$ cat src/verilog/pll_core_pkg.sv
// Constants, field positions and state encodings for the synthesizer digital core.
// Function
// Each rising serial clock edge shifts one data bit into the 24-bit shift register.
// Host sends words MSB first, so the select bits arrive last.
// A rising load strobe copies the shift register into exactly one latch.
// The two lowest bits pick reference, feedback, function or initialization latch.
// Feedback divider is a 13-bit counter dividing the RF input by 1 to 8191.
// Reference divider is a 14-bit counter dividing the reference by 1 to 16383.
// The phase comparator reports the difference between both divider outputs.
// Two bits set antibacklash width; host should avoid the smallest width.
// Lock count select 0 needs three consecutive cycles under 15 ns for lock.
// Lock count select 1 needs five consecutive cycles under 15 ns for lock.
// Lock stays high until a cycle shows phase error above 25 ns.
// Output select field routes lock, divided RF or divided reference to the pin.
// Low chip enable powers down and floats the charge pump; high obeys sleep bit.
// Analog lock detect: open-drain pin high while locked, low pulses otherwise; the code also pulls it low once per comparison cycle while locked.
// Counter clear bit holds both dividers in reset; clearing resumes aligned counting.
// Each divider pulses once per division cycle, then reloads its ratio.
// A short word is still latched as is when the load strobe rises.
`default_nettype none
package pll_core_pkg;
  // ************************************************************
  // Widths and latch selection
  // ************************************************************
  localparam int          WORD_W      = 24;
  localparam int          REF_W       = 14;
  localparam int          FB_W        = 13;
  localparam logic [1:0]  SEL_REF     = 2'h0;
  localparam logic [1:0]  SEL_FB      = 2'h1;
  localparam logic [1:0]  SEL_FUNC    = 2'h2;
  localparam logic [1:0]  SEL_INIT    = 2'h3;
  // ************************************************************
  // Field positions
  // ************************************************************
  localparam int          SEL_LSB     = 0;
  localparam int          REF_LSB     = 2;
  localparam int          ABW_LSB     = 16;
  localparam int          LKSEL_BIT   = 20;
  localparam int          FB_LSB      = 8;
  localparam int          CLR_BIT     = 2;
  localparam int          SLEEP_BIT   = 3;
  localparam int          OSEL_LSB    = 4;
  localparam int          CPTRI_BIT   = 8;
  // ************************************************************
  // Reset values and output select codes
  // ************************************************************
  localparam logic [REF_W-1:0] REF_RST  = 14'h0001;
  localparam logic [FB_W-1:0]  FB_RST   = 13'h0001;
  localparam logic [1:0]  ABW_RST     = 2'h0;
  localparam logic [2:0]  OSEL_RST    = 3'h0;
  localparam logic [2:0]  OSEL_DLD    = 3'h1;
  localparam logic [2:0]  OSEL_FBDIV  = 3'h2;
  localparam logic [2:0]  OSEL_REFDIV = 3'h3;
  localparam logic [2:0]  OSEL_ALD    = 3'h4;
  // ************************************************************
  // Timing, in picoseconds and in cycles of the 50 MHz clock
  // ************************************************************
  localparam int          CLK_PS      = 20000;
  localparam int          LOCK_ERR_PS = 15000;
  localparam int          UNLK_ERR_PS = 25000;
  localparam int          LOCK_CYC_I  = (LOCK_ERR_PS / CLK_PS) < 1 ? 1 : (LOCK_ERR_PS / CLK_PS);
  localparam int          UNLK_CYC_I  = (UNLK_ERR_PS / CLK_PS) < 1 ? 1 : (UNLK_ERR_PS / CLK_PS);
  localparam logic [7:0]  LOCK_CYC    = 8'(LOCK_CYC_I);
  localparam logic [7:0]  UNLK_CYC    = 8'(UNLK_CYC_I);
  localparam logic [2:0]  LOCK_N_SHORT = 3'h3;
  localparam logic [2:0]  LOCK_N_LONG  = 3'h5;
  // ************************************************************
  // Phase comparator states, Gray along idle-lead-reset
  // ************************************************************
  typedef enum logic [1:0] {
    CMP_IDLE = 2'b00,
    CMP_UP   = 2'b01,
    CMP_RST  = 2'b11,
    CMP_DN   = 2'b10
  } cmp_state_e;
endpackage : pll_core_pkg
`default_nettype wire

$ cat src/verilog/pll_core.sv
// Digital core: serial loading, latches, dividers, phase comparator and lock detect.
`default_nettype none
`timescale 1ns/1ps
module pll_core
  import pll_core_pkg::*;
(
  input  wire logic clk,                // System clock, 50 MHz.
  input  wire logic arst_n,             // Asynchronous reset, active low.
  input  wire logic serial_clk,         // Serial programming clock pin.
  input  wire logic serial_data,        // Serial programming data pin.
  input  wire logic latch_load_strobe,  // Load strobe pin.
  input  wire logic chip_enable,        // Chip enable pin, high runs.
  input  wire logic reference_input,    // Reference frequency pin.
  input  wire logic rf_feedback_input,  // RF feedback pin.
  output logic      charge_pump_up,     // Comparator lead pulse.
  output logic      charge_pump_down,   // Comparator lag pulse.
  output logic      charge_pump_oe,     // Charge pump driven when high.
  output logic      observe_output_pin, // Multiplexer output value.
  output logic      observe_output_oe,  // Multiplexer output driven when high.
  output logic      lock_detect,        // Digital lock indication.
  output logic      powered_down        // Device in power-down.
);
  // ************************************************************
  // Pin synchronisers
  // ************************************************************
  localparam int NIN = 6;
  logic [NIN-1:0] pin_raw;
  logic [NIN-1:0] meta_reg;
  logic [NIN-1:0] sync_reg;
  logic [NIN-1:0] prev_reg;
  logic [NIN-1:0] rise;

  assign pin_raw = {rf_feedback_input, reference_input, chip_enable,
                    latch_load_strobe, serial_data, serial_clk};

  // Three flops per pin; logic reads the second and third, never the first.
  genvar gi;
  generate
    for (gi = 0; gi < NIN; gi++) begin : g_sync
      always_ff @(posedge clk or negedge arst_n) begin
        if (!arst_n) begin
          meta_reg[gi] <= 1'b0;
          sync_reg[gi] <= 1'b0;
          prev_reg[gi] <= 1'b0;
        end else begin
          meta_reg[gi] <= pin_raw[gi];
          sync_reg[gi] <= meta_reg[gi];
          prev_reg[gi] <= sync_reg[gi];
        end
      end
      assign rise[gi] = sync_reg[gi] & ~prev_reg[gi];
    end
  endgenerate

  logic sclk_rise;
  logic data_s;
  logic load_rise;
  logic ce_s;
  logic ref_tick;
  logic rf_tick;
  assign sclk_rise = rise[0];
  assign data_s    = sync_reg[1];
  assign load_rise = rise[2];
  assign ce_s      = sync_reg[3];
  assign ref_tick  = rise[4];
  assign rf_tick   = rise[5];

  // Latch select decode, used for every latch.
  function automatic logic sel_is(input logic [WORD_W-1:0] w, input logic [1:0] s);
    sel_is = (w[SEL_LSB +: 2] == s);
  endfunction : sel_is

  // ************************************************************
  // Shift register and latches
  // ************************************************************
  logic [WORD_W-1:0] shift_reg;

  // Data and clock share the same synchroniser depth, so setup stays aligned.
  always_ff @(posedge clk or negedge arst_n) begin
    if (!arst_n) begin
      shift_reg <= '0;
    end else if (sclk_rise) begin
      shift_reg <= {shift_reg[WORD_W-2:0], data_s};
    end
  end

  logic [REF_W-1:0] ref_ratio_reg;
  logic [1:0]       abw_reg;
  logic             lksel_reg;
  logic [FB_W-1:0]  fb_ratio_reg;
  logic             clr_reg;
  logic             sleep_reg;
  logic [2:0]       osel_reg;
  logic             cptri_reg;
  logic             init_pulse_reg;

  // A short word is latched as it stands; nothing counts the edges.
  always_ff @(posedge clk or negedge arst_n) begin
    if (!arst_n) begin
      ref_ratio_reg <= REF_RST;
      abw_reg       <= ABW_RST;
      lksel_reg     <= 1'b0;
      fb_ratio_reg  <= FB_RST;
    end else if (load_rise) begin
      if (sel_is(shift_reg, SEL_REF)) begin
        ref_ratio_reg <= shift_reg[REF_LSB +: REF_W];
        abw_reg       <= shift_reg[ABW_LSB +: 2];
        lksel_reg     <= shift_reg[LKSEL_BIT];
      end
      if (sel_is(shift_reg, SEL_FB)) begin
        fb_ratio_reg <= shift_reg[FB_LSB +: FB_W];
      end
    end
  end

  // Function and initialization latches share one layout.
  always_ff @(posedge clk or negedge arst_n) begin
    if (!arst_n) begin
      clr_reg        <= 1'b0;
      sleep_reg      <= 1'b0;
      osel_reg       <= OSEL_RST;
      cptri_reg      <= 1'b0;
      init_pulse_reg <= 1'b0;
    end else begin
      init_pulse_reg <= load_rise & sel_is(shift_reg, SEL_INIT);
      if (load_rise & (sel_is(shift_reg, SEL_FUNC) | sel_is(shift_reg, SEL_INIT))) begin
        clr_reg   <= shift_reg[CLR_BIT];
        sleep_reg <= shift_reg[SLEEP_BIT];
        osel_reg  <= shift_reg[OSEL_LSB +: 3];
        cptri_reg <= shift_reg[CPTRI_BIT];
      end
    end
  end

  // ************************************************************
  // Power-down and dividers
  // ************************************************************
  logic pd_now;
  logic div_hold;
  assign pd_now   = ~ce_s | sleep_reg;
  assign div_hold = pd_now | clr_reg | init_pulse_reg;

  always_ff @(posedge clk or negedge arst_n) begin
    if (!arst_n) begin
      powered_down <= 1'b1;
    end else begin
      powered_down <= pd_now;
    end
  end

  logic ref_pulse;
  logic fb_pulse;

  pll_divider #(.W(REF_W)) u_ref_div (
    .clk    (clk),
    .arst_n (arst_n),
    .tick   (ref_tick),
    .hold   (div_hold),
    .ratio  (ref_ratio_reg),
    .pulse  (ref_pulse)
  );

  pll_divider #(.W(FB_W)) u_fb_div (
    .clk    (clk),
    .arst_n (arst_n),
    .tick   (rf_tick),
    .hold   (div_hold),
    .ratio  (fb_ratio_reg),
    .pulse  (fb_pulse)
  );

  // ************************************************************
  // Phase comparator with antibacklash overlap
  // ************************************************************
  cmp_state_e cmp_reg;
  logic [1:0] abw_cnt_reg;
  logic [7:0] err_cnt_reg;
  logic       err_done_reg;

  // The overlap in the reset state lasts width+1 cycles; zero width is the narrowest.
  always_ff @(posedge clk or negedge arst_n) begin
    if (!arst_n) begin
      cmp_reg      <= CMP_IDLE;
      abw_cnt_reg  <= 2'h0;
      err_cnt_reg  <= 8'h00;
      err_done_reg <= 1'b0;
    end else if (div_hold) begin
      cmp_reg      <= CMP_IDLE;
      abw_cnt_reg  <= 2'h0;
      err_cnt_reg  <= 8'h00;
      err_done_reg <= 1'b0;
    end else begin
      err_done_reg <= 1'b0;
      case (cmp_reg)
        CMP_IDLE: begin
          err_cnt_reg <= 8'h00;
          abw_cnt_reg <= abw_reg;
          if (ref_pulse & fb_pulse) begin
            cmp_reg      <= CMP_RST;
            err_done_reg <= 1'b1;
          end else if (ref_pulse) begin
            cmp_reg <= CMP_UP;
          end else if (fb_pulse) begin
            cmp_reg <= CMP_DN;
          end
        end
        CMP_UP, CMP_DN: begin
          if ((cmp_reg == CMP_UP && fb_pulse) || (cmp_reg == CMP_DN && ref_pulse)) begin
            cmp_reg      <= CMP_RST;
            err_done_reg <= 1'b1;
          end
          if (err_cnt_reg != 8'hff) begin
            err_cnt_reg <= err_cnt_reg + 8'h01;
          end
        end
        CMP_RST: begin
          if (abw_cnt_reg == 2'h0) begin
            cmp_reg <= CMP_IDLE;
          end else begin
            abw_cnt_reg <= abw_cnt_reg - 2'h1;
          end
        end
        default: cmp_reg <= CMP_IDLE;
      endcase
    end
  end

  // Charge pump pulses, floated in power-down or by the three-state bit.
  always_ff @(posedge clk or negedge arst_n) begin
    if (!arst_n) begin
      charge_pump_up   <= 1'b0;
      charge_pump_down <= 1'b0;
      charge_pump_oe   <= 1'b0;
    end else begin
      charge_pump_up   <= (cmp_reg == CMP_UP) | (cmp_reg == CMP_RST);
      charge_pump_down <= (cmp_reg == CMP_DN) | (cmp_reg == CMP_RST);
      charge_pump_oe   <= ~pd_now & ~cptri_reg;
    end
  end

  // ************************************************************
  // Digital lock detect
  // ************************************************************
  logic [2:0] good_cnt_reg;
  logic [2:0] need_cnt;
  assign need_cnt = lksel_reg ? LOCK_N_LONG : LOCK_N_SHORT;

  // Errors between the two limits keep the lock state but break the run.
  always_ff @(posedge clk or negedge arst_n) begin
    if (!arst_n) begin
      good_cnt_reg <= 3'h0;
      lock_detect  <= 1'b0;
    end else if (pd_now) begin
      good_cnt_reg <= 3'h0;
      lock_detect  <= 1'b0;
    end else if (err_done_reg) begin
      if (err_cnt_reg < LOCK_CYC) begin
        if (good_cnt_reg + 3'h1 >= need_cnt) begin
          lock_detect <= 1'b1;
        end
        if (good_cnt_reg != 3'h7) begin
          good_cnt_reg <= good_cnt_reg + 3'h1;
        end
      end else begin
        good_cnt_reg <= 3'h0;
        if (err_cnt_reg > UNLK_CYC) begin
          lock_detect <= 1'b0;
        end
      end
    end
  end

  // ************************************************************
  // Output multiplexer
  // ************************************************************
  // Divider pulses are one cycle wide; an observer sees their rate, not duty.
  always_ff @(posedge clk or negedge arst_n) begin
    if (!arst_n) begin
      observe_output_pin <= 1'b0;
      observe_output_oe  <= 1'b1;
    end else begin
      observe_output_oe <= 1'b1;
      case (osel_reg)
        OSEL_DLD:    observe_output_pin <= lock_detect;
        OSEL_FBDIV:  observe_output_pin <= fb_pulse;
        OSEL_REFDIV: observe_output_pin <= ref_pulse;
        OSEL_ALD: begin
          observe_output_pin <= 1'b0;
          observe_output_oe  <= (cmp_reg != CMP_IDLE);
        end
        default:     observe_output_pin <= 1'b0;
      endcase
    end
  end
endmodule : pll_core
`default_nettype wire

$ cat src/verilog/pll_divider.sv
// Programmable divider that pulses once per division cycle of its input edges.
`default_nettype none
`timescale 1ns/1ps
module pll_divider #(
  parameter int W = 14
) (
  input  wire logic         clk,    // System clock.
  input  wire logic         arst_n, // Asynchronous reset, active low.
  input  wire logic         tick,   // One input edge, one cycle.
  input  wire logic         hold,   // Hold at load point.
  input  wire logic [W-1:0] ratio,  // Division ratio, zero acts as one.
  output logic              pulse   // One-cycle pulse per division cycle.
);
  logic [W-1:0] count_reg;

  // ************************************************************
  // Count down, pulse and reload
  // ************************************************************
  // Holding at the load point means both dividers restart together on release.
  always_ff @(posedge clk or negedge arst_n) begin
    if (!arst_n) begin
      count_reg <= '0;
      pulse     <= 1'b0;
    end else if (hold) begin
      count_reg <= ratio;
      pulse     <= 1'b0;
    end else if (tick) begin
      if (count_reg <= W'(1)) begin
        count_reg <= ratio;
        pulse     <= 1'b1;
      end else begin
        count_reg <= count_reg - W'(1);
        pulse     <= 1'b0;
      end
    end else begin
      pulse <= 1'b0;
    end
  end
endmodule : pll_divider
`default_nettype wire
$ cat config.mk
export PLATFORM = sky130hd
export DESIGN_NAME = pll_core
export DESIGN_NICKNAME = d
export VERILOG_FILES = /design/src/verilog/pll_core_pkg.sv /design/src/verilog/pll_core.sv /design/src/verilog/pll_divider.sv
export SDC_FILE = /design/constraint.sdc
export NUM_CORES = 1
export LEC_CHECK = 0
export ABC_AREA = 0
export BUFFER_PORTS_ARGS = -buffer_cell sky130_fd_sc_hd__buf_4
export CORE_ASPECT_RATIO = 0.5
export CORE_MARGIN = 1.5
export CORE_UTILIZATION = 45
export CTS_BUF_LIST = sky130_fd_sc_hd__clkbuf_4
export DETAILED_ROUTE_END_ITERATION = 6
export GPL_ROUTABILITY_DRIVEN = 0
export PLACE_DENSITY = 0.66
export SYNTH_ARGS = -nofsm -noshare
export SYNTH_HDL_FRONTEND = slang
export SYNTH_SLANG_ARGS = --single-unit
$ cat constraint.sdc
create_clock -name clk -period 2.5 [get_ports clk]
set_input_delay 0.125 -clock clk [delete_from_list [all_inputs] [get_ports clk]]
set_output_delay 0.125 -clock clk [all_outputs]
set_load 0.05 [all_outputs]
==> impl_table.tex, run 1 <==
\begin{tabular}{lr}
\hline
Metric & Value \\
\hline
\multicolumn{2}{l}{\textbf{Final layout}} \\
\quad Fraction of final layout cells with drive strength greater than 1 & 0.247 \\
\quad Area grow syn2layout & 12.8\% \\
\quad Filler-free cell count of the finished design & 733 \\
\quad Largest register FFs & 21 \\
\quad Antenna fix cells & 0 \\
\quad Final cell area excluding filler cells & 0.00655 sq mm \\
\quad Layout Nets & 574 \\
\multicolumn{2}{l}{\textbf{Clocking}} \\
\quad Number of buffers inserted by hold repair at cts & 7 \\
\quad Clock tree from TritonCTS & yes \\
\quad Sinks on the clock net & 126 \\
\quad \# H-tree levels & 4 \\
\quad Clk slew on worst S/H paths & 0.13 ns \\
\quad Clock buffer depth & 2 \\
\quad Root buffer selected by CTS & sky130\_fd\_sc\_hd\_\_clkbuf\_4 \\
\quad Number of buffers created by CTS & 17 \\
\quad Worst skew pair latency & 0.53 ns \\
\quad Post-CTS Setup Repair Bufs & 0 \\
\quad Number of gates resized after CTS & 0 \\
\multicolumn{2}{l}{\textbf{Power}} \\
\quad Worst ir drop on vdd & 0.366 mV \\
\quad Leakage power & 2.91 nW \\
\quad Total chip power & 6.31 mW \\
\quad Power density over cell area & 964 mW/mm\^{}2 \\
\multicolumn{2}{l}{\textbf{Synthesis}} \\
\quad Number of warning messages in the yosys log & 0 \\
\quad Synth area leaders & sky130\_fd\_sc\_hd\_\_dfrtp\_1 53\%, sky130\_fd\_sc\_hd\_\_mux2\_2 11\%, sky130\_fd\_sc\_hd\_\_ha\_1 3.4\%, sky130\_fd\_sc\_hd\_\_o21ai\_0 2.5\%, sky130\_fd\_sc\_hd\_\_nand2\_1 1.9\% \\
\quad Number of nets in the synthesized netlist & 537 \\
\quad Most frequent cell after synthesis & sky130\_fd\_sc\_hd\_\_dfrtp\_1 \\
\quad Mapped Area & 0.00581 sq mm \\
\quad Cell type with the largest total area after synthesis & sky130\_fd\_sc\_hd\_\_dfrtp\_1 \\
\quad Share of flip-flops with an asynchronous set or reset & 1.00 \\
\quad Number of cells produced by synthesis & 513 \\
\quad Distinct cell type count after synthesis & 61 \\
\quad Post-synth top flop & sky130\_fd\_sc\_hd\_\_dfrtp\_1 \\
\quad Commonest cells in the synthesized netlist & 122 x sky130\_fd\_sc\_hd\_\_dfrtp\_1, 55 x sky130\_fd\_sc\_hd\_\_mux2\_2, 29 x sky130\_fd\_sc\_hd\_\_nand2\_1, 29 x sky130\_fd\_sc\_hd\_\_o21ai\_0, 27 x sky130\_fd\_sc\_hd\_\_nor2\_1 \\
\quad Seq cells post-synth & 126 \\
\quad Register area share after synthesis & 0.544 \\
\quad Area share of the largest cell type after synthesis & 0.526 \\
\quad Number of flops mapped to enable cells by yosys & 0 \\
\quad Post-Synthesis Mean Instance Area & 11.3 sq um \\
\multicolumn{2}{l}{\textbf{Route}} \\
\quad Vias & 4136 \\
\quad Number of design rule violations left after detail routing & 0 \\
\quad Post-route ant nets & 0 \\
\quad Wirelength per Cell & 16.2 microns \\
\quad Total wire length after detailed routing & 11800 microns \\
\quad Mean number of vias per cell & 5.64 \\
\quad DRC violation total after the first TritonRoute iteration & 550 \\
\quad Number of detailed-routing iterations run before antenna repair & 5 \\
\multicolumn{2}{l}{\textbf{Global route}} \\
\quad Initial antenna violation count & 0 \\
\quad Maximum number of pins on one net before global-route repair & 51 \\
\quad All-Layer GR Usage & 0.187 \\
\quad Number of global-route vias before repair & 3949 \\
\quad GRT Residual Overflow & 0 \\
\quad Global-route wire length before repair & 20000 microns \\
\multicolumn{2}{l}{\textbf{Die}} \\
\quad Placeable core region & 0.0126 sq mm \\
\quad Die Area & 0.0136 sq mm \\
\quad Die outline width & 164 microns \\
\quad Die Ht & 83.3 microns \\
\quad Initial cell density of the core & 0.460 \\
\quad IO Count & 15 \\
\quad Number of cell rows & 29 \\
\multicolumn{2}{l}{\textbf{Worst setup path}} \\
\quad Signal arrival time at the worst endpoint & 2.58 ns \\
\quad Startpoint Class & flop \\
\quad Worst Path Class, Setup & flop to flop \\
\quad Critical-path maximum fanout & 10 \\
\quad Critical path data required time & 2.92 ns \\
\quad Critical Path Sink Type & flop \\
\multicolumn{2}{l}{\textbf{Timing}} \\
\quad Setup violators final & 0 \\
\quad Clock period minus final worst setup slack & 2.16 ns \\
\quad Upper clock frequency limit & 0.464 GHz \\
\quad RSZ-0062 raised after global routing & no \\
\quad Final-layout setup total negative slack & 0 ns \\
\quad Max-slew violation count & 0 \\
\quad Worst setup margin & 0.344 ns \\
\quad Period utilisation layout & 0.862 \\
\quad Worst Max-Slew Pin Slew & 0.692 ns \\
\quad Total count of hold-check failures in the final report & 0 \\
\quad Worst relative slew slack & 0.534 \\
\quad Clock Skew & 0.0214 ns \\
\multicolumn{2}{l}{\textbf{Place}} \\
\quad Total placed instance area & 0.00619 sq mm \\
\quad Post-placement setup slack & 0.402 ns \\
\quad Count of port buffers added during placement & 14 \\
\quad Cells after DPL & 694 \\
\quad Half-perimeter wire length of the detailed placement result & 8040 microns \\
\multicolumn{2}{l}{\textbf{Run status}} \\
\quad Outcome & finished, final reports clean \\
\multicolumn{2}{l}{\textbf{Job}} \\
\quad Total of max-cap violations & 0 \\
\multicolumn{2}{l}{\textbf{Min path}} \\
\quad Class of the most critical hold timing path & input pin to async pin \\
\hline
\end{tabular}
-- layer usage --
layer  vias up  GRT usage  wire length [microns]
met1      2047      0.275                   5980
met4         0     0.0579                    125
met3        14     0.0475                    525
met2       104      0.271                   5210
met5         -          0                      0
li1       1971          -                      -
-- worst max-delay path: stages, from the launching register on --
cell                        delay, ns
sky130_fd_sc_hd__dfrtp_1         0.45
sky130_fd_sc_hd__nor3_1          0.41
sky130_fd_sc_hd__o2111ai_1       0.28
sky130_fd_sc_hd__o21a_1          0.39
sky130_fd_sc_hd__or3_1           0.39
sky130_fd_sc_hd__o311a_1         0.13
-- layout make-up --
| cell class | instances | area, sq um |
|---|---|---|
| Multi-Input combinational cell | 340 | 2470 |
| Clock inverter | 15 | 159 |
| Timing Repair Buffer | 39 | 323 |
| Clock buffer | 17 | 128 |
| Sequential cell | 126 | 3160 |
| Tap cell | 170 | 213 |
| Inverter | 26 | 97.6 |
| Fill cell | 1082 | 6080 |
-- per-stage QoR --
step	util	hold slack (ns)
5_1_grt	0.519	0.139
6_report	0.519	0.111
3_3_place_gp	0.490	0.162
3_5_place_dp	0.490	0.162
2_1_floorplan	-	-0.171
4_1_cts	0.519	0.109
-- report_power, final --
group	internal (mW)	switching (mW)	leakage, nW	total (mW)
registers	2.54	0.448	1.64	2.98
clock network	0.605	0.832	0.151	1.44
logic	0.876	1.02	1.12	1.89
total	4.02	2.30	2.91	6.31
-- path summary, 6_finish.rpt --
kind	startpoint	to	slack [ns]	cells after the start
max in group asynchronous	arst_n	observe_output_oe$_DFF_PN1_	1.64	3
worst min-delay path	arst_n	err_cnt_reg[6]$_DFFE_PN0P_	0.11	2
min in group clk	rf_feedback_input	meta_reg[5]$_DFF_PN0_	0.23	2
worst max register to register	u_fb_div.count_reg[7]$_DFFE_PN0P_	u_fb_div.count_reg[12]$_DFFE_PN0P_	0.34	5
worst min register to register	meta_reg[3]$_DFF_PN0_	ce_s$_DFF_PN0_	0.36	0
worst max-delay path	u_fb_div.count_reg[7]$_DFFE_PN0P_	u_fb_div.count_reg[12]$_DFFE_PN0P_	0.34	5
-- layout by cell type (no fill, tap or decap), types with 4 or more instances in the layout --
master and count:
sky130_fd_sc_hd__mux2_2 55, sky130_fd_sc_hd__clkbuf_4 17, sky130_fd_sc_hd__or4_1 4, sky130_fd_sc_hd__buf_4 31
sky130_fd_sc_hd__o211ai_1 7, sky130_fd_sc_hd__nor2_1 27, sky130_fd_sc_hd__nand3_1 21, sky130_fd_sc_hd__nand3b_1 4
sky130_fd_sc_hd__a22oi_1 5, sky130_fd_sc_hd__dlygate4sd3_1 7, sky130_fd_sc_hd__a2bb2oi_1 5, sky130_fd_sc_hd__dfrtp_1 122
sky130_fd_sc_hd__or3_1 8, sky130_fd_sc_hd__inv_1 26, sky130_fd_sc_hd__and3_1 5, sky130_fd_sc_hd__mux2i_1 8
sky130_fd_sc_hd__a21oi_1 21, sky130_fd_sc_hd__nand2_1 29, sky130_fd_sc_hd__inv_6 5, sky130_fd_sc_hd__nor2b_1 4
sky130_fd_sc_hd__a31oi_1 7, sky130_fd_sc_hd__nor3_1 13, sky130_fd_sc_hd__o21ai_0 29, sky130_fd_sc_hd__ha_1 16
sky130_fd_sc_hd__dfstp_2 4, sky130_fd_sc_hd__nand4_1 7, sky130_fd_sc_hd__nor4_1 8
-- kinds of logic after synthesis --
family | after synthesis | synth area share
buffers and inverters | 47 | 0.0334
AND/OR/NAND/NOR | 153 | 0.143
adder cells (fa/ha/maj) | 16 | 0.0345
AO/OA/AOI/OAI | 108 | 0.125
multiplexers | 63 | 0.120
flip-flops | 126 | 0.544
(Power assumes the default switching activity.)
==> run 2, diff against run 1 <==
==> constraint.sdc (replaced) <==
create_clock -name clk -period 2.7 [get_ports clk]
set_input_delay 0.135 -clock clk [delete_from_list [all_inputs] [get_ports clk]]
set_output_delay 0.135 -clock clk [all_outputs]
set_load 0.05 [all_outputs]
==> impl_table.tex, run 2 (synthesized netlist as in run 1, its figures left out) <==
\begin{tabular}{lr}
\hline
Metric & Value \\
\hline
\multicolumn{2}{l}{\textbf{Worst setup path}} \\
\quad Worst Path Class, Setup & flop to flop \\
\quad Startpoint Class & flop \\
\quad Critical-path maximum fanout & 19 \\
\quad Critical path data required time & 3.13 ns \\
\quad Master of the slowest instance on the critical path & sky130\_fd\_sc\_hd\_\_nor4\_1 \\
\quad Bufs and invs on worst path & 1 \\
\quad CP peak stage delay & 0.52 ns \\
\quad Signal arrival time at the worst endpoint & 2.75 ns \\
\quad Critical Path Sink Type & flop \\
\quad CP top delay family & simple AND/OR/NAND/NOR gates \\
\quad Critical path, cell by cell & inv\_1 -> ha\_1 -> nor2\_1 -> nor4\_1 -> a21oi\_2 -> and3\_1 -> a211o\_1 \\
\multicolumn{2}{l}{\textbf{Min path}} \\
\quad Class of the most critical hold timing path & input pin to flop \\
\multicolumn{2}{l}{\textbf{Final layout}} \\
\quad Antenna fix cells & 0 \\
\quad Number of filler cells placed in the layout & 1125 \\
\quad Area grow syn2layout & 13.4\% \\
\quad Layout Nets & 570 \\
\quad Most common library cell in the layout ignoring fill and taps & sky130\_fd\_sc\_hd\_\_dfrtp\_1 \\
\quad Fraction of final layout cells with drive strength greater than 1 & 0.240 \\
\quad Most frequent cells in the layout & 122 x sky130\_fd\_sc\_hd\_\_dfrtp\_1, 55 x sky130\_fd\_sc\_hd\_\_mux2\_2, 29 x sky130\_fd\_sc\_hd\_\_nand2\_1, 29 x sky130\_fd\_sc\_hd\_\_o21ai\_0, 27 x sky130\_fd\_sc\_hd\_\_nor2\_1 \\
\quad Largest register FFs & 21 \\
\multicolumn{2}{l}{\textbf{Global route}} \\
\quad All-Layer GR Usage & 0.187 \\
\quad Maximum number of pins on one net before global-route repair & 51 \\
\quad GRT Residual Overflow & 0 \\
\quad Initial antenna violation count & 0 \\
\quad Number of global-route vias before repair & 3956 \\
\quad Global-route wire length before repair & 20000 microns \\
\multicolumn{2}{l}{\textbf{Route}} \\
\quad Total wire length after detailed routing & 11700 microns \\
\quad Wirelength per Cell & 16.0 microns \\
\quad Post-route ant nets & 0 \\
\quad Number of detailed-routing iterations run before antenna repair & 5 \\
\quad Mean number of vias per cell & 5.62 \\
\quad Number of design rule violations left after detail routing & 0 \\
\quad DRC violation total after the first TritonRoute iteration & 378 \\
\quad Vias & 4096 \\
\multicolumn{2}{l}{\textbf{Timing}} \\
\quad Clock Skew & 0.0196 ns \\
\quad Upper clock frequency limit & 0.432 GHz \\
\quad Worst Max-Slew Pin Slew & 0.942 ns \\
\quad Max-slew violation count & 0 \\
\quad Worst relative slew slack & 0.372 \\
\quad Total count of hold-check failures in the final report & 0 \\
\quad Clock period minus final worst setup slack & 2.32 ns \\
\quad RSZ-0062 raised after global routing & no \\
\quad Final-layout setup total negative slack & 0 ns \\
\quad Setup violators final & 0 \\
\quad Period utilisation layout & 0.858 \\
\multicolumn{2}{l}{\textbf{Place}} \\
\quad Half-perimeter wire length of the detailed placement result & 7780 microns \\
\quad Count of port buffers added during placement & 14 \\
\multicolumn{2}{l}{\textbf{Clocking}} \\
\quad Number of gates resized after CTS & 0 \\
\quad Clock buffer depth & 2 \\
\quad Clock tree from TritonCTS & yes \\
\quad Worst skew pair latency & 0.53 ns \\
\quad Sinks on the clock net & 126 \\
\quad Number of buffers created by CTS & 17 \\
\quad Number of buffers inserted by hold repair at cts & 9 \\
\quad \# H-tree levels & 4 \\
\quad Post-CTS Setup Repair Bufs & 0 \\
\quad Root buffer selected by CTS & sky130\_fd\_sc\_hd\_\_clkbuf\_4 \\
\quad Clk slew on worst S/H paths & 0.12 ns \\
\multicolumn{2}{l}{\textbf{Die}} \\
\quad Die Ht & 83.3 microns \\
\quad Initial cell density of the core & 0.460 \\
\quad Die Area & 0.0136 sq mm \\
\quad Placeable core region & 0.0126 sq mm \\
\quad Number of cell rows & 29 \\
\quad IO Count & 15 \\
\quad Die outline width & 164 microns \\
\multicolumn{2}{l}{\textbf{Power}} \\
\quad Switching power share of the total & 0.344 \\
\quad Total chip power & 6.05 mW \\
\quad Leakage power & 2.90 nW \\
\quad Clock power share & 0.261 \\
\quad Power density over cell area & 919 mW/mm\^{}2 \\
\quad Cell internal pwr & 3.97 mW \\
\quad Net switching power figure & 2.08 mW \\
\quad Comb power frac & 0.283 \\
\quad Fraction of power consumed by sequential logic & 0.456 \\
\quad Worst ir drop on vdd & 0.398 mV \\
\multicolumn{2}{l}{\textbf{Run status}} \\
\quad Outcome & finished, final reports clean \\
\multicolumn{2}{l}{\textbf{Job}} \\
\quad Total of max-cap violations & 0 \\
\hline
\end{tabular}
## run 2: changes by cell type in the layout (fill, tap and decap cells not counted)
cell,delta
sky130_fd_sc_hd__bufinv_16,+3
sky130_fd_sc_hd__clkinvlp_4,+3
sky130_fd_sc_hd__clkbuf_4,+1
sky130_fd_sc_hd__dlygate4sd3_1,+2
sky130_fd_sc_hd__inv_6,-3
sky130_fd_sc_hd__buf_4,-6
sky130_fd_sc_hd__clkinv_4,-3
sky130_fd_sc_hd__clkinv_1,-1
## run 2: worst paths after layout
kind	from	endpoint	slack (ns)	cells past startpoint
worst max-delay path	u_ref_div.count_reg[0]$_DFFE_PN0P_	u_ref_div.count_reg[3]$_DFFE_PN0P_	0.38	7
worst min-delay path	reference_input	meta_reg[4]$_DFF_PN0_	0.25	2
worst max register to register	u_ref_div.count_reg[0]$_DFFE_PN0P_	u_ref_div.count_reg[3]$_DFFE_PN0P_	0.38	7
worst min register to register	meta_reg[5]$_DFF_PN0_	sync_reg[5]$_DFF_PN0_	0.36	0
max in group asynchronous	arst_n	lksel_reg$_DFFE_PN0P_	0.97	4
min in group asynchronous	arst_n	err_cnt_reg[3]$_DFFE_PN0P_	0.54	3
## run 2: cell type report
class,instances,area [sq um],area share
tap,170,213,0.0323
multi-input combinational,340,2470,0.375
sequential,126,3160,0.479
clock buffer,18,135,0.0205
inverter,26,97.6,0.0148
clock inverter,14,215,0.0327
timing repair buffer,35,298,0.0452
## run 2: metal layers
| layer | GRT usage | vias to the layer above | wire, microns |
|---|---|---|---|
| met5 | 0 | - | 0 |
| li1 | - | 1956 | - |
| met2 | 0.281 | 91 | 5220 |
| met1 | 0.265 | 2034 | 5920 |
| met4 | 0.0595 | 0 | 130 |
| met3 | 0.0480 | 15 | 398 |
## run 2: through the flow
step	hold slack [ns]	instances	instance area [sq um]	util	worst slack, ns
6_report	0.245	729	6590	0.522	0.384
5_1_grt	0.183	729	6590	0.522	0.154
4_1_cts	0.202	729	6590	0.522	0.421
3_5_place_dp	0.0535	688	6150	0.487	0.437
3_3_place_gp	0.0482	688	6150	0.487	0.514
2_1_floorplan	-0.161	513	5810	-	0.736
## run 2: power groups by stage
stage / Combinational, mW / Clock, mW / Sequential [mW]
6_report: 1.71 / 1.58 / 2.76
3_5_place_dp: 1.68 / 0 / 2.79
5_1_grt: 1.90 / 1.73 / 2.83
2_1_floorplan: 1.28 / 0 / 2.71
4_1_cts: 1.71 / 1.62 / 2.76
3_3_place_gp: 1.64 / 0 / 2.79
==> run 3, diff against run 2 <==
--- a/config.mk
+++ b/config.mk
@@ -13,6 +13,7 @@
 export CTS_BUF_LIST = sky130_fd_sc_hd__clkbuf_4
 export DETAILED_ROUTE_END_ITERATION = 6
 export GPL_ROUTABILITY_DRIVEN = 0
+export MAX_ROUTING_LAYER = met4
 export PLACE_DENSITY = 0.66
 export SYNTH_ARGS = -nofsm -noshare
 export SYNTH_HDL_FRONTEND = slang
==> constraint.sdc (replaced) <==
create_clock -name clk -period 2.85 [get_ports clk]
set_input_delay 0.1425 -clock clk [delete_from_list [all_inputs] [get_ports clk]]
set_output_delay 0.1425 -clock clk [all_outputs]
set_load 0.05 [all_outputs]
==> impl_table.tex, run 3 (synthesized netlist as in run 1, its figures left out) <==
\begin{tabular}{lr}
\hline
Metric & Value \\
\hline
\multicolumn{2}{l}{\textbf{Run status}} \\
\quad Outcome & finished, final reports clean \\
\multicolumn{2}{l}{\textbf{Clocking}} \\
\quad Worst skew pair latency & 0.52 ns \\
\quad Sinks on the clock net & 126 \\
\quad Number of gates resized after CTS & 0 \\
\quad Root buffer selected by CTS & sky130\_fd\_sc\_hd\_\_clkbuf\_4 \\
\quad Clock buffer depth & 2 \\
\quad \# H-tree levels & 4 \\
\quad Post-CTS Setup Repair Bufs & 0 \\
\quad Clock tree from TritonCTS & yes \\
\quad Clk slew on worst S/H paths & 0.11 ns \\
\quad Number of buffers created by CTS & 17 \\
\multicolumn{2}{l}{\textbf{Final layout}} \\
\quad Fraction of final layout cells with drive strength greater than 1 & 0.235 \\
\quad Most frequent cells in the layout & 122 x sky130\_fd\_sc\_hd\_\_dfrtp\_1, 55 x sky130\_fd\_sc\_hd\_\_mux2\_2, 29 x sky130\_fd\_sc\_hd\_\_nand2\_1, 29 x sky130\_fd\_sc\_hd\_\_o21ai\_0, 27 x sky130\_fd\_sc\_hd\_\_nor2\_1 \\
\quad Final core utilization & 0.516 \\
\quad Final cell area excluding filler cells & 0.00651 sq mm \\
\quad Layout Nets & 568 \\
\quad Area grow syn2layout & 12.2\% \\
\quad Largest register FFs & 21 \\
\quad Most common library cell in the layout ignoring fill and taps & sky130\_fd\_sc\_hd\_\_dfrtp\_1 \\
\quad Filler-free cell count of the finished design & 730 \\
\multicolumn{2}{l}{\textbf{Global route}} \\
\quad Maximum number of pins on one net before global-route repair & 59 \\
\quad Number of global-route vias before repair & 3960 \\
\quad All-Layer GR Usage & 0.193 \\
\quad Global-route wire length before repair & 19900 microns \\
\quad GRT Residual Overflow & 0 \\
\quad Initial antenna violation count & 1 \\
\multicolumn{2}{l}{\textbf{Timing}} \\
\quad Period utilisation layout & 0.827 \\
\quad Post-Route Hold Slack & 0.222 ns \\
\quad Worst setup margin & 0.492 ns \\
\quad Total count of hold-check failures in the final report & 0 \\
\quad Worst relative slew slack & 0.350 \\
\quad Setup violators final & 0 \\
\quad Final-layout setup total negative slack & 0 ns \\
\quad Clock period minus final worst setup slack & 2.36 ns \\
\quad Worst Max-Slew Pin Slew & 0.975 ns \\
\quad RSZ-0062 raised after global routing & no \\
\quad Upper clock frequency limit & 0.424 GHz \\
\quad Max-slew violation count & 0 \\
\quad Clock Skew & 0.0102 ns \\
\multicolumn{2}{l}{\textbf{Power}} \\
\quad Total chip power & 5.53 mW \\
\quad Worst ir drop on vdd & 0.318 mV \\
\quad Power density over cell area & 849 mW/mm\^{}2 \\
\quad Leakage power & 2.87 nW \\
\multicolumn{2}{l}{\textbf{Die}} \\
\quad Die Ht & 83.3 microns \\
\quad Die outline width & 164 microns \\
\quad Placeable core region & 0.0126 sq mm \\
\quad Die Area & 0.0136 sq mm \\
\quad IO Count & 15 \\
\quad Initial cell density of the core & 0.460 \\
\quad Number of cell rows & 29 \\
\multicolumn{2}{l}{\textbf{Worst setup path}} \\
\quad CP top delay family & compound AO/OA/AOI/OAI gates \\
\quad Critical Path Sink Type & flop \\
\quad Worst Path Class, Setup & flop to flop \\
\quad Startpoint Class & flop \\
\quad Critical-path maximum fanout & 8 \\
\quad Critical R2R Capture & u\_fb\_div.count\_reg[2]\$\_DFFE\_PN0P\_ \\
\quad Critical path, cell by cell & nor3\_1 -> o2111ai\_1 -> o21ai\_0 -> buf\_4 -> o21ai\_0 -> a22oi\_1 \\
\quad Setup slack of the worst register-to-register path & 0.49 ns \\
\quad Start of the worst register-to-register path & u\_fb\_div.count\_reg[8]\$\_DFFE\_PN0P\_ \\
\quad Signal arrival time at the worst endpoint & 2.79 ns \\
\quad Critical Path Most Common Cell & sky130\_fd\_sc\_hd\_\_o21ai\_0 \\
\quad Critical path data required time & 3.28 ns \\
\quad CP peak stage delay & 0.57 ns \\
\quad Bufs and invs on worst path & 1 \\
\quad Master of the slowest instance on the critical path & sky130\_fd\_sc\_hd\_\_o21ai\_0 \\
\quad Number of cell instances on the worst register-to-register path & 6 \\
\multicolumn{2}{l}{\textbf{Route}} \\
\quad Vias & 4086 \\
\quad Post-route ant nets & 0 \\
\quad Wirelength per Cell & 16.1 microns \\
\quad Number of detailed-routing iterations run before antenna repair & 4 \\
\quad DRC violation total after the first TritonRoute iteration & 498 \\
\quad Total wire length after detailed routing & 11800 microns \\
\quad Number of design rule violations left after detail routing & 0 \\
\quad Mean number of vias per cell & 5.60 \\
\multicolumn{2}{l}{\textbf{Place}} \\
\quad Count of port buffers added during placement & 14 \\
\quad Total placed instance area & 0.00615 sq mm \\
\quad Post-placement setup slack & 0.548 ns \\
\quad Cells after DPL & 688 \\
\quad Half-perimeter wire length of the detailed placement result & 7950 microns \\
\multicolumn{2}{l}{\textbf{Min path}} \\
\quad Class of the most critical hold timing path & input pin to async pin \\
\multicolumn{2}{l}{\textbf{Job}} \\
\quad Total of max-cap violations & 0 \\
\hline
\end{tabular}
## run 3: cell types whose count changed in the layout (fill, tap and decap cells not counted), sizes merged
cell,delta
clkinv,+5
diode,+3
bufinv,-2
clkinvlp,-2
dlygate4sd3,-2
inv,-2
clkbuf,+1
## run 3: how the worst max path moves through the flow
stage	from	end	slack (ns)	cells after the start
finish	u_fb_div.count_reg[8]$_DFFE_PN0P_	u_fb_div.count_reg[2]$_DFFE_PN0P_	0.49	6
floorplan	u_ref_div.count_reg[0]$_DFFE_PN0P_	u_ref_div.count_reg[0]$_DFFE_PN0P_	0.89	8
detailed placement	u_ref_div.count_reg[0]$_DFFE_PN0P_	u_ref_div.count_reg[3]$_DFFE_PN0P_	0.55	7
global placement	u_ref_div.count_reg[0]$_DFFE_PN0P_	u_ref_div.count_reg[3]$_DFFE_PN0P_	0.65	7
global route	u_fb_div.count_reg[8]$_DFFE_PN0P_	u_fb_div.count_reg[2]$_DFFE_PN0P_	0.28	6
CTS	u_ref_div.count_reg[0]$_DFFE_PN0P_	u_ref_div.count_reg[3]$_DFFE_PN0P_	0.52	7
## run 3: final cells by class
class                           count  area, sq um
Timing Repair Buffer               33          278
Sequential cell                   126         3160
Clock buffer                       19          143
Tap cell                          170          213
Fill cell                        1088         6110
Clock inverter                     13          148
Multi-Input combinational cell    340         2470
Inverter                           26         97.6
Antenna cell                        3         7.51
## run 3: per-layer routing
metal / share of wire / GRT usage / wire length, microns
met1: 0.49 / 0.274 / 5750
met2: 0.45 / 0.271 / 5300
met3: 0.049 / 0.0430 / 571
met4: 0.011 / 0.0661 / 134
met5: 0 / - / 0
## run 3: what timing repair did
action                                  4_1_cts  5_1_grt
hold endpoints to repair                     60        0
endpoints found under the setup margin        0        0
hold buffers                                  7        0
## run 3: power by group
part | total (mW) | switching (mW) | internal (mW)
combinational | 1.62 | 0.875 | 0.740
sequential | 2.63 | 0.400 | 2.23
clock | 1.29 | 0.673 | 0.615
## run 3: worst reg2reg max path, delay by kind of cell, from the launching register on
family | cells | cell delay (ns)
AO/OA/AOI/OAI | 4 | 1.14
buffers and inverters | 1 | 0.27
flip-flops | 1 | 0.46
AND/OR/NAND/NOR | 1 | 0.40
